<file path="src/plm_pkg.sv">
// Purpose: Shared constants and types of the output macrocell array.
// Assumes: Eight macrocells with eight product terms each.
// Notes:   Registers are reached over AXI4-Lite, one 32-bit word each.

package plm_pkg;

    // ==========================================================
    // Array shape
    localparam int NCELL  = 8;
    localparam int NPT    = 8;
    localparam int CTR_LO = 3;
    localparam int CTR_HI = 4;
    localparam int OUT_LO = 0;
    localparam int OUT_HI = 7;

    // ==========================================================
    // Global modes and per-cell settings
    typedef enum logic [2:0] {
        PLM_MODE_REG  = 3'h1,
        PLM_MODE_CPLX = 3'h2,
        PLM_MODE_SMPL = 3'h4
    } plm_mode_t;

    typedef enum logic [1:0] {
        PLM_CFG_IN   = 2'h0,
        PLM_CFG_COMB = 2'h1,
        PLM_CFG_REG  = 2'h2,
        PLM_CFG_RSV  = 2'h3
    } plm_cfg_t;

    typedef struct packed {
        logic reg_en;
        logic pt_oe;
        logic drive_on;
        logic drive_off;
    } plm_cell_ctl_t;

    // ==========================================================
    // Register map
    localparam logic [3:0]  CTRL_ADDR     = 4'h0;
    localparam logic [3:0]  CELL_ADDR     = 4'h4;
    localparam logic [3:0]  STAT_ADDR     = 4'h8;
    localparam int          RUN_BIT       = 8;
    localparam int          MODE_W        = 3;
    localparam int          CFG_W         = 2 * NCELL;
    localparam plm_mode_t   MODE_RST      = PLM_MODE_REG;
    localparam logic [15:0] CELL_RST      = 16'h5555;
    localparam int          STAT_OE_LSB   = 8;
    localparam int          STAT_Q_LSB    = 16;
    localparam logic [1:0]  RESP_OKAY     = 2'h0;
    localparam logic [1:0]  RESP_SLVERR   = 2'h2;

endpackage

</file>
<file path="src/plm_macrocell.sv">
// Purpose: One output macrocell: sum term, flip-flop and output enable.
// Assumes: Control bits are held steady by the array while running.
// Notes:   The flip-flop captures on a one-cycle capture pulse.

`timescale 1ns/1ps

module plm_macrocell #(
    parameter int NPT = 8
) (
    // Clock and reset
    input  wire logic                  aclk,
    input  wire logic                  aresetn,
    // Array side
    input  wire logic [NPT-1:0]        pt,
    input  wire plm_pkg::plm_cell_ctl_t ctl,
    input  wire logic                  cap,
    input  wire logic                  oe_n_pin,
    // Pin side
    output logic                       pin_out,
    output logic                       pin_oe,
    output logic                       q
);

    // ==========================================================
    // Sum term
    wire sum_all = |pt;
    wire sum_low = |pt[NPT-1:1];
    wire sum     = ctl.pt_oe ? sum_low : sum_all;

    // ==========================================================
    // Register, cleared to low by reset
    // reset clears flop
    always_ff @(posedge aclk)
    begin
        if (!aresetn)
            q <= 1'b0;
        else if (cap && ctl.reg_en)
            q <= sum_all;
    end

    // ==========================================================
    // Output and its enable
    assign pin_out = ctl.reg_en ? ~q : sum;
    assign pin_oe  = ctl.drive_off ? 1'b0 :
                     ctl.reg_en    ? ~oe_n_pin :
                     ctl.pt_oe     ? pt[0] : ctl.drive_on;

endmodule // plm_macrocell

</file>
<file path="src/plm_macrocell_array.sv">
// Purpose: Eight configurable output macrocells in three global modes.
// Assumes: Product terms come from an AND array outside; pins are synchronous.
// Notes:   Mode and cell settings change only while the run bit is low.

`timescale 1ns/1ps

module plm_macrocell_array #(
    parameter int ADDR_W = 4,
    parameter int NCELL  = plm_pkg::NCELL,
    parameter int NPT    = plm_pkg::NPT
) (
    // Clock and reset
    input  wire logic                   aclk,
    input  wire logic                   aresetn,
    // AXI4-Lite write address and data
    input  wire logic [ADDR_W-1:0]      s_axi_awaddr,
    input  wire logic                   s_axi_awvalid,
    output logic                        s_axi_awready,
    input  wire logic [31:0]            s_axi_wdata,
    input  wire logic [3:0]             s_axi_wstrb,
    input  wire logic                   s_axi_wvalid,
    output logic                        s_axi_wready,
    // AXI4-Lite write response
    output logic [1:0]                  s_axi_bresp,
    output logic                        s_axi_bvalid,
    input  wire logic                   s_axi_bready,
    // AXI4-Lite read
    input  wire logic [ADDR_W-1:0]      s_axi_araddr,
    input  wire logic                   s_axi_arvalid,
    output logic                        s_axi_arready,
    output logic [31:0]                 s_axi_rdata,
    output logic [1:0]                  s_axi_rresp,
    output logic                        s_axi_rvalid,
    input  wire logic                   s_axi_rready,
    // Shared clock and active-low enable pins
    input  wire logic                   clk_pin,
    input  wire logic                   oe_n_pin,
    // Product terms from the AND array
    input  wire logic [NCELL*NPT-1:0]   pterm,
    // Feedback into the AND array
    output logic [NCELL-1:0]            array_fb,
    output logic [1:0]                  array_aux,
    // Macrocell pins
    input  wire logic [NCELL-1:0]       io_in,
    output logic [NCELL-1:0]            io_out,
    output logic [NCELL-1:0]            io_oe
);

    // ==========================================================
    // Configuration state
    plm_pkg::plm_mode_t   mode;
    logic [2*NCELL-1:0]   cell_cfg;
    logic                 run;
    logic [NCELL-1:0]     reg_q;
    logic                 clk_pin_q;

    wire is_reg  = (mode == plm_pkg::PLM_MODE_REG);
    wire is_cplx = (mode == plm_pkg::PLM_MODE_CPLX);
    wire is_smpl = (mode == plm_pkg::PLM_MODE_SMPL);

    // ==========================================================
    // Write channel
    logic                 aw_held;
    logic                 w_held;
    logic [ADDR_W-1:0]    waddr;
    logic [31:0]          wdata;
    logic [3:0]           wstrb;

    wire aw_ok    = s_axi_awvalid && s_axi_awready;
    wire w_ok     = s_axi_wvalid && s_axi_wready;
    wire do_write = aw_held && w_held && !s_axi_bvalid;
    wire b_done   = s_axi_bvalid && s_axi_bready;
    wire sel_ctrl = (waddr == ADDR_W'(plm_pkg::CTRL_ADDR));
    wire sel_cell = (waddr == ADDR_W'(plm_pkg::CELL_ADDR));
    wire sel_stat = (waddr == ADDR_W'(plm_pkg::STAT_ADDR));
    wire w_mapped = sel_ctrl || sel_cell || sel_stat;

    assign s_axi_awready = !aw_held && !s_axi_bvalid;
    assign s_axi_wready  = !w_held && !s_axi_bvalid;

    // Only a one-hot mode value is accepted.
    wire [2:0] wmode    = wdata[plm_pkg::MODE_W-1:0];
    wire       mode_ok  = (wmode == 3'h1) || (wmode == 3'h2) || (wmode == 3'h4);
    wire wr_mode = do_write && sel_ctrl && wstrb[0] && !run && mode_ok;
    wire wr_run  = do_write && sel_ctrl && wstrb[1];
    wire wr_cfg0 = do_write && sel_cell && wstrb[0] && !run;
    wire wr_cfg1 = do_write && sel_cell && wstrb[1] && !run;

    always_ff @(posedge aclk)
    begin
        if (!aresetn)
        begin
            aw_held <= 1'b0;
            waddr   <= '0;
        end
        else if (aw_ok)
        begin
            aw_held <= 1'b1;
            waddr   <= s_axi_awaddr;
        end
        else if (do_write)
            aw_held <= 1'b0;
    end

    always_ff @(posedge aclk)
    begin
        if (!aresetn)
        begin
            w_held <= 1'b0;
            wdata  <= 32'h0;
            wstrb  <= 4'h0;
        end
        else if (w_ok)
        begin
            w_held <= 1'b1;
            wdata  <= s_axi_wdata;
            wstrb  <= s_axi_wstrb;
        end
        else if (do_write)
            w_held <= 1'b0;
    end

    always_ff @(posedge aclk)
    begin
        if (!aresetn)
        begin
            s_axi_bvalid <= 1'b0;
            s_axi_bresp  <= plm_pkg::RESP_OKAY;
        end
        else if (do_write)
        begin
            s_axi_bvalid <= 1'b1;
            s_axi_bresp  <= w_mapped ? plm_pkg::RESP_OKAY : plm_pkg::RESP_SLVERR;
        end
        else if (b_done)
            s_axi_bvalid <= 1'b0;
    end

    // ==========================================================
    // Configuration registers
    always_ff @(posedge aclk)
    begin
        if (!aresetn)
        begin
            mode     <= plm_pkg::MODE_RST;
            run      <= 1'b0;
            cell_cfg <= plm_pkg::CELL_RST;
        end
        else
        begin
            if (wr_mode)
                mode <= plm_pkg::plm_mode_t'(wmode);
            if (wr_run)
                run <= wdata[plm_pkg::RUN_BIT];
            if (wr_cfg0)
                cell_cfg[7:0] <= wdata[7:0];
            if (wr_cfg1)
                cell_cfg[15:8] <= wdata[15:8];
        end
    end

    // ==========================================================
    // Read channel
    wire ar_ok   = s_axi_arvalid && s_axi_arready;
    wire rs_ctrl = (s_axi_araddr == ADDR_W'(plm_pkg::CTRL_ADDR));
    wire rs_cell = (s_axi_araddr == ADDR_W'(plm_pkg::CELL_ADDR));
    wire rs_stat = (s_axi_araddr == ADDR_W'(plm_pkg::STAT_ADDR));

    wire [31:0] ctrl_word = {23'h0, run, 5'h0, mode};
    wire [31:0] cell_word = {16'h0, cell_cfg};
    wire [31:0] stat_word = {8'h0, reg_q, io_oe, io_out};
    wire [31:0] rd_mux    = rs_ctrl ? ctrl_word :
                            rs_cell ? cell_word :
                            rs_stat ? stat_word : 32'h0;
    wire        rd_ok     = rs_ctrl || rs_cell || rs_stat;

    assign s_axi_arready = !s_axi_rvalid;

    always_ff @(posedge aclk)
    begin
        if (!aresetn)
        begin
            s_axi_rvalid <= 1'b0;
            s_axi_rdata  <= 32'h0;
            s_axi_rresp  <= plm_pkg::RESP_OKAY;
        end
        else if (ar_ok)
        begin
            s_axi_rvalid <= 1'b1;
            s_axi_rdata  <= rd_mux;
            s_axi_rresp  <= rd_ok ? plm_pkg::RESP_OKAY : plm_pkg::RESP_SLVERR;
        end
        else if (s_axi_rready)
            s_axi_rvalid <= 1'b0;
    end

    // ==========================================================
    // Clock pin edge
    always_ff @(posedge aclk)
    begin
        if (!aresetn)
            clk_pin_q <= 1'b0;
        else
            clk_pin_q <= clk_pin;
    end

    wire cap = clk_pin && !clk_pin_q && run && is_reg;

    // ==========================================================
    // Macrocells
    plm_pkg::plm_cell_ctl_t ctl [NCELL];

    genvar i;
    generate
        for (i = 0; i < NCELL; i++)
        begin : g_cell
            wire [1:0] cfg    = cell_cfg[2*i +: 2];
            wire       c_in   = (cfg == plm_pkg::PLM_CFG_IN);
            wire       c_reg  = (cfg == plm_pkg::PLM_CFG_REG);
            wire       centre = (i == plm_pkg::CTR_LO) || (i == plm_pkg::CTR_HI);
            // simple mode has no term enable
            assign ctl[i].reg_en    = is_reg && c_reg;
            assign ctl[i].pt_oe     = (is_reg && !c_reg && !c_in) || is_cplx;
            assign ctl[i].drive_on  = is_smpl && (centre || !c_in);
            // other simple cells input or output
            assign ctl[i].drive_off = c_in && (is_reg || (is_smpl && !centre));

            plm_macrocell #(
                .NPT      (NPT)
            ) u_cell (
                .aclk     (aclk),
                .aresetn  (aresetn),
                .pt       (pterm[NPT*i +: NPT]),
                .ctl      (ctl[i]),
                .cap      (cap),
                .oe_n_pin (oe_n_pin),
                .pin_out  (io_out[i]),
                .pin_oe   (io_oe[i]),
                .q        (reg_q[i])
            );

            wire fb_smpl;
            if (i == plm_pkg::OUT_LO || i == plm_pkg::OUT_HI)
            begin : g_edge
                assign fb_smpl = 1'b0;
            end
            else if (i <= plm_pkg::CTR_LO)
            begin : g_lo
                assign fb_smpl = io_in[i-1];
            end
            else
            begin : g_hi
                assign fb_smpl = io_in[i+1];
            end

            // outer paths carry former clock and enable pins
            wire fb_cplx;
            if (i == plm_pkg::OUT_LO)
            begin : g_oe
                assign fb_cplx = oe_n_pin;
            end
            else if (i == plm_pkg::OUT_HI)
            begin : g_ck
                assign fb_cplx = clk_pin;
            end
            else
            begin : g_io
                // inner pins back to the array
                assign fb_cplx = io_in[i];
            end

            assign array_fb[i] = is_reg  ? (c_reg ? reg_q[i] : io_in[i]) :
                                 is_cplx ? fb_cplx : fb_smpl;
        end
    endgenerate

    // clock and enable pins not array inputs here
    // simple mode uses them as plain inputs
    assign array_aux = is_smpl ? {clk_pin, oe_n_pin} : 2'h0;

    // ==========================================================
    // Checks
    wire [NCELL-1:0] regm;
    wire [NCELL-1:0] sum8;
    wire [NCELL-1:0] pt0;
    wire [NCELL-1:0] inm;
    generate
        for (i = 0; i < NCELL; i++)
        begin : g_chk
            assign regm[i] = ctl[i].reg_en;
            assign sum8[i] = |pterm[NPT*i +: NPT];
            assign pt0[i]  = pterm[NPT*i];
            assign inm[i]  = ctl[i].drive_off;
        end
    endgenerate

    reg_enable_a: assert property (@(posedge aclk) disable iff (!aresetn)
        ((io_oe & regm) == ({NCELL{~oe_n_pin}} & regm)))
        else $error("Registered cell enable does not follow enable pin.");

    reg_capture_a: assert property (@(posedge aclk) disable iff (!aresetn)
        cap |=> ((reg_q & regm) == ($past(sum8) & regm)))
        else $error("Registered cell did not capture eight-term sum.");

    term_enable_a: assert property (@(posedge aclk) disable iff (!aresetn)
        is_cplx |-> (io_oe == pt0))
        else $error("Complex cell enable does not follow first term.");

    comb_enable_a: assert property (@(posedge aclk) disable iff (!aresetn)
        is_reg |-> ((io_oe & ~(regm | inm)) == (pt0 & ~(regm | inm))))
        else $error("Registered-mode combinatorial enable does not follow first term.");

    input_off_a: assert property (@(posedge aclk) disable iff (!aresetn)
        ((io_oe & inm) == '0))
        else $error("Input cell drives its pin.");

    aux_gate_a: assert property (@(posedge aclk) disable iff (!aresetn)
        !is_smpl |-> (array_aux == 2'h0))
        else $error("Clock or enable pin reached array outside simple mode.");

    outer_path_a: assert property (@(posedge aclk) disable iff (!aresetn)
        is_cplx |-> (array_fb[7] == clk_pin && array_fb[0] == oe_n_pin))
        else $error("Complex outer feedback does not carry pins.");

    centre_on_a: assert property (@(posedge aclk) disable iff (!aresetn)
        is_smpl |-> (io_oe[4:3] == 2'h3))
        else $error("Simple centre cell not driving.");

    reset_clear_a: assert property (@(posedge aclk)
        !aresetn |=> (reg_q == '0) && run == 1'b0)
        else $error("Registers not cleared by reset.");

    cfg_lock_a: assert property (@(posedge aclk) disable iff (!aresetn)
        run |=> $stable(mode) && $stable(cell_cfg))
        else $error("Settings changed while running.");

    write_resp_a: assert property (@(posedge aclk) disable iff (!aresetn)
        do_write |=> s_axi_bvalid)
        else $error("Write response missing.");

    cap_cov_c: cover property (@(posedge aclk) disable iff (!aresetn) cap);
    cplx_cov_c: cover property (@(posedge aclk) disable iff (!aresetn) is_cplx && run);
    smpl_cov_c: cover property (@(posedge aclk) disable iff (!aresetn) is_smpl && run);

endmodule // plm_macrocell_array

</file>
<file path="config.mk">
export PLATFORM = sky130hd
export DESIGN_NAME = plm_macrocell_array
export DESIGN_NICKNAME = d
export VERILOG_FILES = /design/src/plm_pkg.sv /design/src/plm_macrocell.sv /design/src/plm_macrocell_array.sv
export SDC_FILE = /design/constraint.sdc
export NUM_CORES = 1
export LEC_CHECK = 0
export ABC_CLOCK_PERIOD_IN_PS = 2300
export BUFFER_PORTS_ARGS = -buffer_cell sky130_fd_sc_hd__buf_4
export CAP_MARGIN = 5
export CORE_ASPECT_RATIO = 0.75
export CORE_UTILIZATION = 48
export DETAILED_ROUTE_END_ITERATION = 8
export PLACE_DENSITY = 0.8
export SLEW_MARGIN = 15
export SYNTH_ARGS = -nofsm -noshare
export SYNTH_HDL_FRONTEND = slang
export SYNTH_SLANG_ARGS = --single-unit
</file>
<file path="constraint.sdc">
create_clock -name aclk -period 2.3 [get_ports aclk]
set_input_delay 0.23 -clock aclk [delete_from_list [all_inputs] [get_ports aclk]]
set_output_delay 0.23 -clock aclk [all_outputs]
set_load 0.005 [all_outputs]
</file>
After elaboration in Yosys (flattened, before gate mapping) --
Index checks and enable logic that the tools add are counted.
Cells by class: eq/ne operators 18, bitwise gates (word level) 9, reduce and logical (&&, ||, !) cells 134, multiplexer cells 77
Operator list (number):
- $mux 24 | 3
- $mux 1 | 71
- $logic_and 1x1->1 | 67
- $reduce_or 8->1 | 8
- $reduce_or 7->1 | 8
- $logic_not 1->1 | 22
- $eq 2x2->1 const B | 8
- $logic_not 2->1 | 8
- $logic_or 1x1->1 | 15
- $not 1->1 | 9
- $eq 4x3->1 const B | 2
- $eq 4x4->1 const B | 2
- $logic_not 4->1 | 2
- $reduce_bool 2->1 | 4
- $eq 3x1->1 const B | 2
- $eq 3x2->1 const B | 2
- $eq 3x3->1 const B | 2
- $mux 2 | 3
Word-level totals: input port bits 125, word-level logic and storage cells 261, register bits 91, output and inout bits 67

Logic depth before layout (Yosys ltp) --
depth in word-level cells 11, gate-level depth with buffers 8, mapped depth without buffers 5

Cells and area by module --
From an unflattened synthesis, not the netlist that was laid out.
Second synthesis, totals: cell total of the unflattened synthesis 532, area, all modules 4396.7 um2
By module, submodules not included:
- plm_macrocell_array | area an instance 3595.9 um2, cells each 428, sequential area each 1461.4 um2, times used 1
- plm_macrocell | area an instance 100.1 um2, cells each 13, sequential area each 20.0 um2, times used 8

Worst setup path after synthesis --
No wires, ideal clock.
kind reg-to-output, from register mode[2], to output port io_out[1], buffers on the path 3, setup slack 587 ps, required time 2070 ps, arrival time 1483 ps, cell stages (with the launch flop) 8, cell sequence dfxtp_1 > buf_4 > or3b_1 > buf_2 > nor2_1 > nand2_1 > o31a_1 > buf_4
On the way: longest elaborated chain between the ends 6, elaborated cells on any way between the ends 8, those cells by class eq/ne: 2; mux: 2; reduce/logical: 4
Ends and longest elaborated chain:
- from (decl) | RTL line plm_macrocell_array.sv:51 | plm_pkg::plm_mode_t mode;
- from (signal assigned) | RTL line plm_macrocell_array.sv:145 | mode <= plm_pkg::MODE_RST;
- from (signal assigned) | RTL line plm_macrocell_array.sv:152 | mode <= plm_pkg::plm_mode_t'(wmode);
- $eq 3x1->1 | RTL line plm_macrocell_array.sv:57 | wire is_reg = (mode == plm_pkg::PLM_MODE_REG);
- $logic_and 1x1->1 (2 in series) | RTL line plm_macrocell_array.sv:223 | assign ctl[i].pt_oe = (is_reg && !c_reg && !c_in) || is_cplx;
- $logic_or 1x1->1 | RTL line plm_macrocell_array.sv:223
- $mux 1 | RTL line plm_macrocell.sv:28 | wire sum = ctl.pt_oe ? sum_low : sum_all;
- $mux 1 (*) | RTL line plm_macrocell.sv:43 | assign pin_out = ctl.reg_en ? ~q : sum;
- to (decl) | RTL line plm_macrocell_array.sv:45 | output logic [NCELL-1:0] io_out,
Mark *: on every way between the ends. The rest lies on a longest branch, timed or not.

Final worst setup path --
from register mode[0], to output port array_fb[4]
On the way: longest elaborated chain between the ends 3, elaborated cells on any way between the ends 4, those cells by class eq/ne: 2; mux: 2
Ends and longest elaborated chain:
- $eq 3x2->1 | RTL line plm_macrocell_array.sv:58 | wire is_cplx = (mode == plm_pkg::PLM_MODE_CPLX);
- $mux 1 | RTL line plm_macrocell_array.sv:273 | is_cplx ? fb_cplx : fb_smpl;
- $mux 1 (*) | RTL line plm_macrocell_array.sv:272 | assign array_fb[i] = is_reg ? (c_reg ? reg_q[i] : io_in[i]) :
- to (decl) | RTL line plm_macrocell_array.sv:41 | output logic [NCELL-1:0] array_fb,
Marked as above.

==> run summary <==
Status - completed
Hold Crit Class - in2reg
Maximum vdd drop - 0.289 mV
Gate Count Post-Synth - 582
Setup tns final - 0 ns
Port buffer count - 163
CTS tree - built
Ys Warns - 0
Post-DP HPWL - 10300 µm
Number of synthesized flops with an enable pin - 0
RD Place Congestion - 0.871
Iteration-0 DRC Markers - 329
Die area - 0.00984 mm²
Buf/Inv on CP - 4
Count leader, synth - nand2_1
Worst setup SP type - register
Power Density - 553 mW/mm²
Worst slack, placed - 0.318 ns
Vias/cell - 5.64
Area grow syn2layout - 32.7%
Max Freq - 456 MHz
Synthesized area - 0.00453 mm²
Vias - 4792
Crit path max-delay family - buffers and inverters
Final setup viols - 0
Post-synth cell types - 61
RSZ-0062 raised after global routing - false
Routed Wire Length - 13900 µm
Final worst setup slack - 0.107 ns
Initial antenna violation count - 0
Critical-path cell list - buf_4 -> nor2b_1 -> buf_4 -> o21a_1 -> buf_4 -> mux2i_1 -> o21ai_0 -> buf_4
Post-synthesis register bit count - 81
Worst-Margin Slew - 0.649 ns
Post-synth ARST share - 0
Arrival time at the worst endpoint - 1.96 ns
Residual DRC count - 0
Core area - 0.00912 mm²
WL per Instance - 16.4 µm
Largest cells by area after synthesis - dfxtp_1 36%, nand2_1 7.4%, a21oi_1 6.2%
Clock Sinks - 81
Row cnt - 30
Starting Density - 0.497
CTS root buf - clkbuf_16
Data required, critical path - 2.07 ns
Worst slew margin - 0.566
Commonest cells post-synth - 89 x nand2_1, 81 x dfxtp_1, 56 x a21oi_1
N_diodes - 0
Largest net degree at the start of global routing - 49
Remaining global-route overflow - 0
Max-slew violations - 0
Gr usage total - 0.286
Clk pin slew, worst setup/hold paths - 0.07 ns
Placed Area - 0.00571 mm²
Die W - 114 µm
Synth area leader - dfxtp_1
CTS resizes - 1
# fillers - 822
H-tree Lvls - 3
Drt pass-1 iters - 5
Slowest cell delay on critical path - 0.38 ns
CP Capture Type - primary output
Setup bufs post-CTS - 0
Crit path time final - 2.19 ns
Seq/Total Area, Yosys - 0.358
Final period utilization - 0.953
Layout cells sized above 1 - 0.305
Final hold viol count - 0
FF+latch area - 0.00162 mm²
Post-Synthesis Mean Instance Area - 7.79 µm²
First-pass GRT wire length - 22300 µm
Most used flip-flop cell after synthesis - dfxtp_1
Setup Skew - 0.00733 ns
Ports - 192
Cts hold-fix bufs - 0
CP max FO - 9
CP max-delay cell - dfxtp_2
Inserted Clock Buffers - 9
Static leakage - 2.60 nW
Bufs on Longest Clock Path - 2
NumNets Final - 842
Area fraction of the dominant cell type after synthesis - 0.358
Final instance area - 0.00602 mm²
Multi-input gate area - 0.00257 mm²
Vias in the first global route - 4580
Setup CP Type - reg2out
Die Ht - 86.2 µm
Skew-Pair Late Insertion Delay - 0.34 ns
Max Cap Viol - 0
Top cell by count, worst path - buf_4
Post-DRT Antenna Nets - 0
worst paths after layout:
check	slack, ns	cells past startpoint	endpoint	startpoint
setup / recovery	0.11	8	array_fb[4]	mode[0]$_SDFFE_PN1P_
hold / removal	0.14	3	waddr[2]$_SDFFE_PN0P_	s_axi_awaddr[2]
setup reg to reg	0.30	5	cell_cfg[8]$_SDFFE_PN1P_	s_axi_bvalid$_SDFFE_PN0P_
hold reg to reg	0.45	2	s_axi_rdata[17]$_SDFFE_PN0P_	s_axi_rdata[17]$_SDFFE_PN0P_
cells in the final DEF, fill, tap and decap left out, types with 4 or more instances in the layout:
cell,n
a21boi_0,4
nor4_1,9
nand3_1,14
inv_1,10
a22oi_1,5
mux2i_1,25
nor3_1,17
o21a_1,6
conb_1,10
a221oi_2,6
o21ai_0,40
dfxtp_1,79
nand2_1,89
and2_1,7
a21oi_1,56
nor2b_1,8
clkbuf_16,9
nand2b_1,17
a211oi_1,6
nor2_2,5
nor2_1,51
buf_4,178
through the flow:
step,util,hold WS [ns],std cells,power (mW)
final,0.660,0.136,850,3.33
after global routing,0.660,0.143,850,3.44
after CTS,0.658,0.131,850,3.34
after detailed placement,0.626,0.448,834,1.96
after global placement,0.626,0.444,834,1.95
after floorplan,-,0.352,591,1.72
flip-flops by register name, indices dropped and copies added (netlist names), 2 cells and up:
signal,cells
s_axi_rdata,24
wdata,16
waddr,4
mode,3
g_cell.u_cell.q,8
wstrb,2
cell_cfg,16
worst min-delay path: cells and delay by family:
kind                   cells  cell delay [ns]
buffers and inverters      1             0.08
muxes                      1             0.06
and+or+nand+nor            1             0.07
routing by layer:
layer,global-route usage,vias up,wire length [µm],part of all wire
li1,-,2294,-,-
met1,0.381,2281,6120,0.44
met2,0.480,196,6670,0.48
met3,0.0448,21,965,0.069
met4,0.0850,0,165,0.012
met5,0,-,0,0
area by class of cell:
| type | instances | share of cell area |
|---|---|---|
| inverter | 10 | 0.00624 |
| clock inverter | 7 | 0.0102 |
| clock buffer | 9 | 0.0374 |
| timing repair buffer | 178 | 0.222 |
| multi-input combinational | 437 | 0.427 |
| tap | 128 | 0.0266 |
| sequential | 81 | 0.270 |
power by group:
part	total, mW	internal [mW]	switching, mW
sequential	1.48	1.45	0.0341
clock	1.39	0.756	0.636
combinational	0.454	0.238	0.217
cells by family (layout without fill, tap and decap cells):
kind of cell / count (synthesis) / count (layout) / share of synthesized area
AND/OR/NAND/NOR: 237 / 237 / 0.254
AO/OA/AOI/OAI: 163 / 163 / 0.239
flip-flops: 81 / 81 / 0.358
buffers and inverters: 73 / 204 / 0.0889
multiplexers: 25 / 25 / 0.0552
XOR/XNOR: 2 / 2 / 0.00386
other: 1 / 10 / 0.000827
Note: power is estimated with default switching activity, not from simulation.
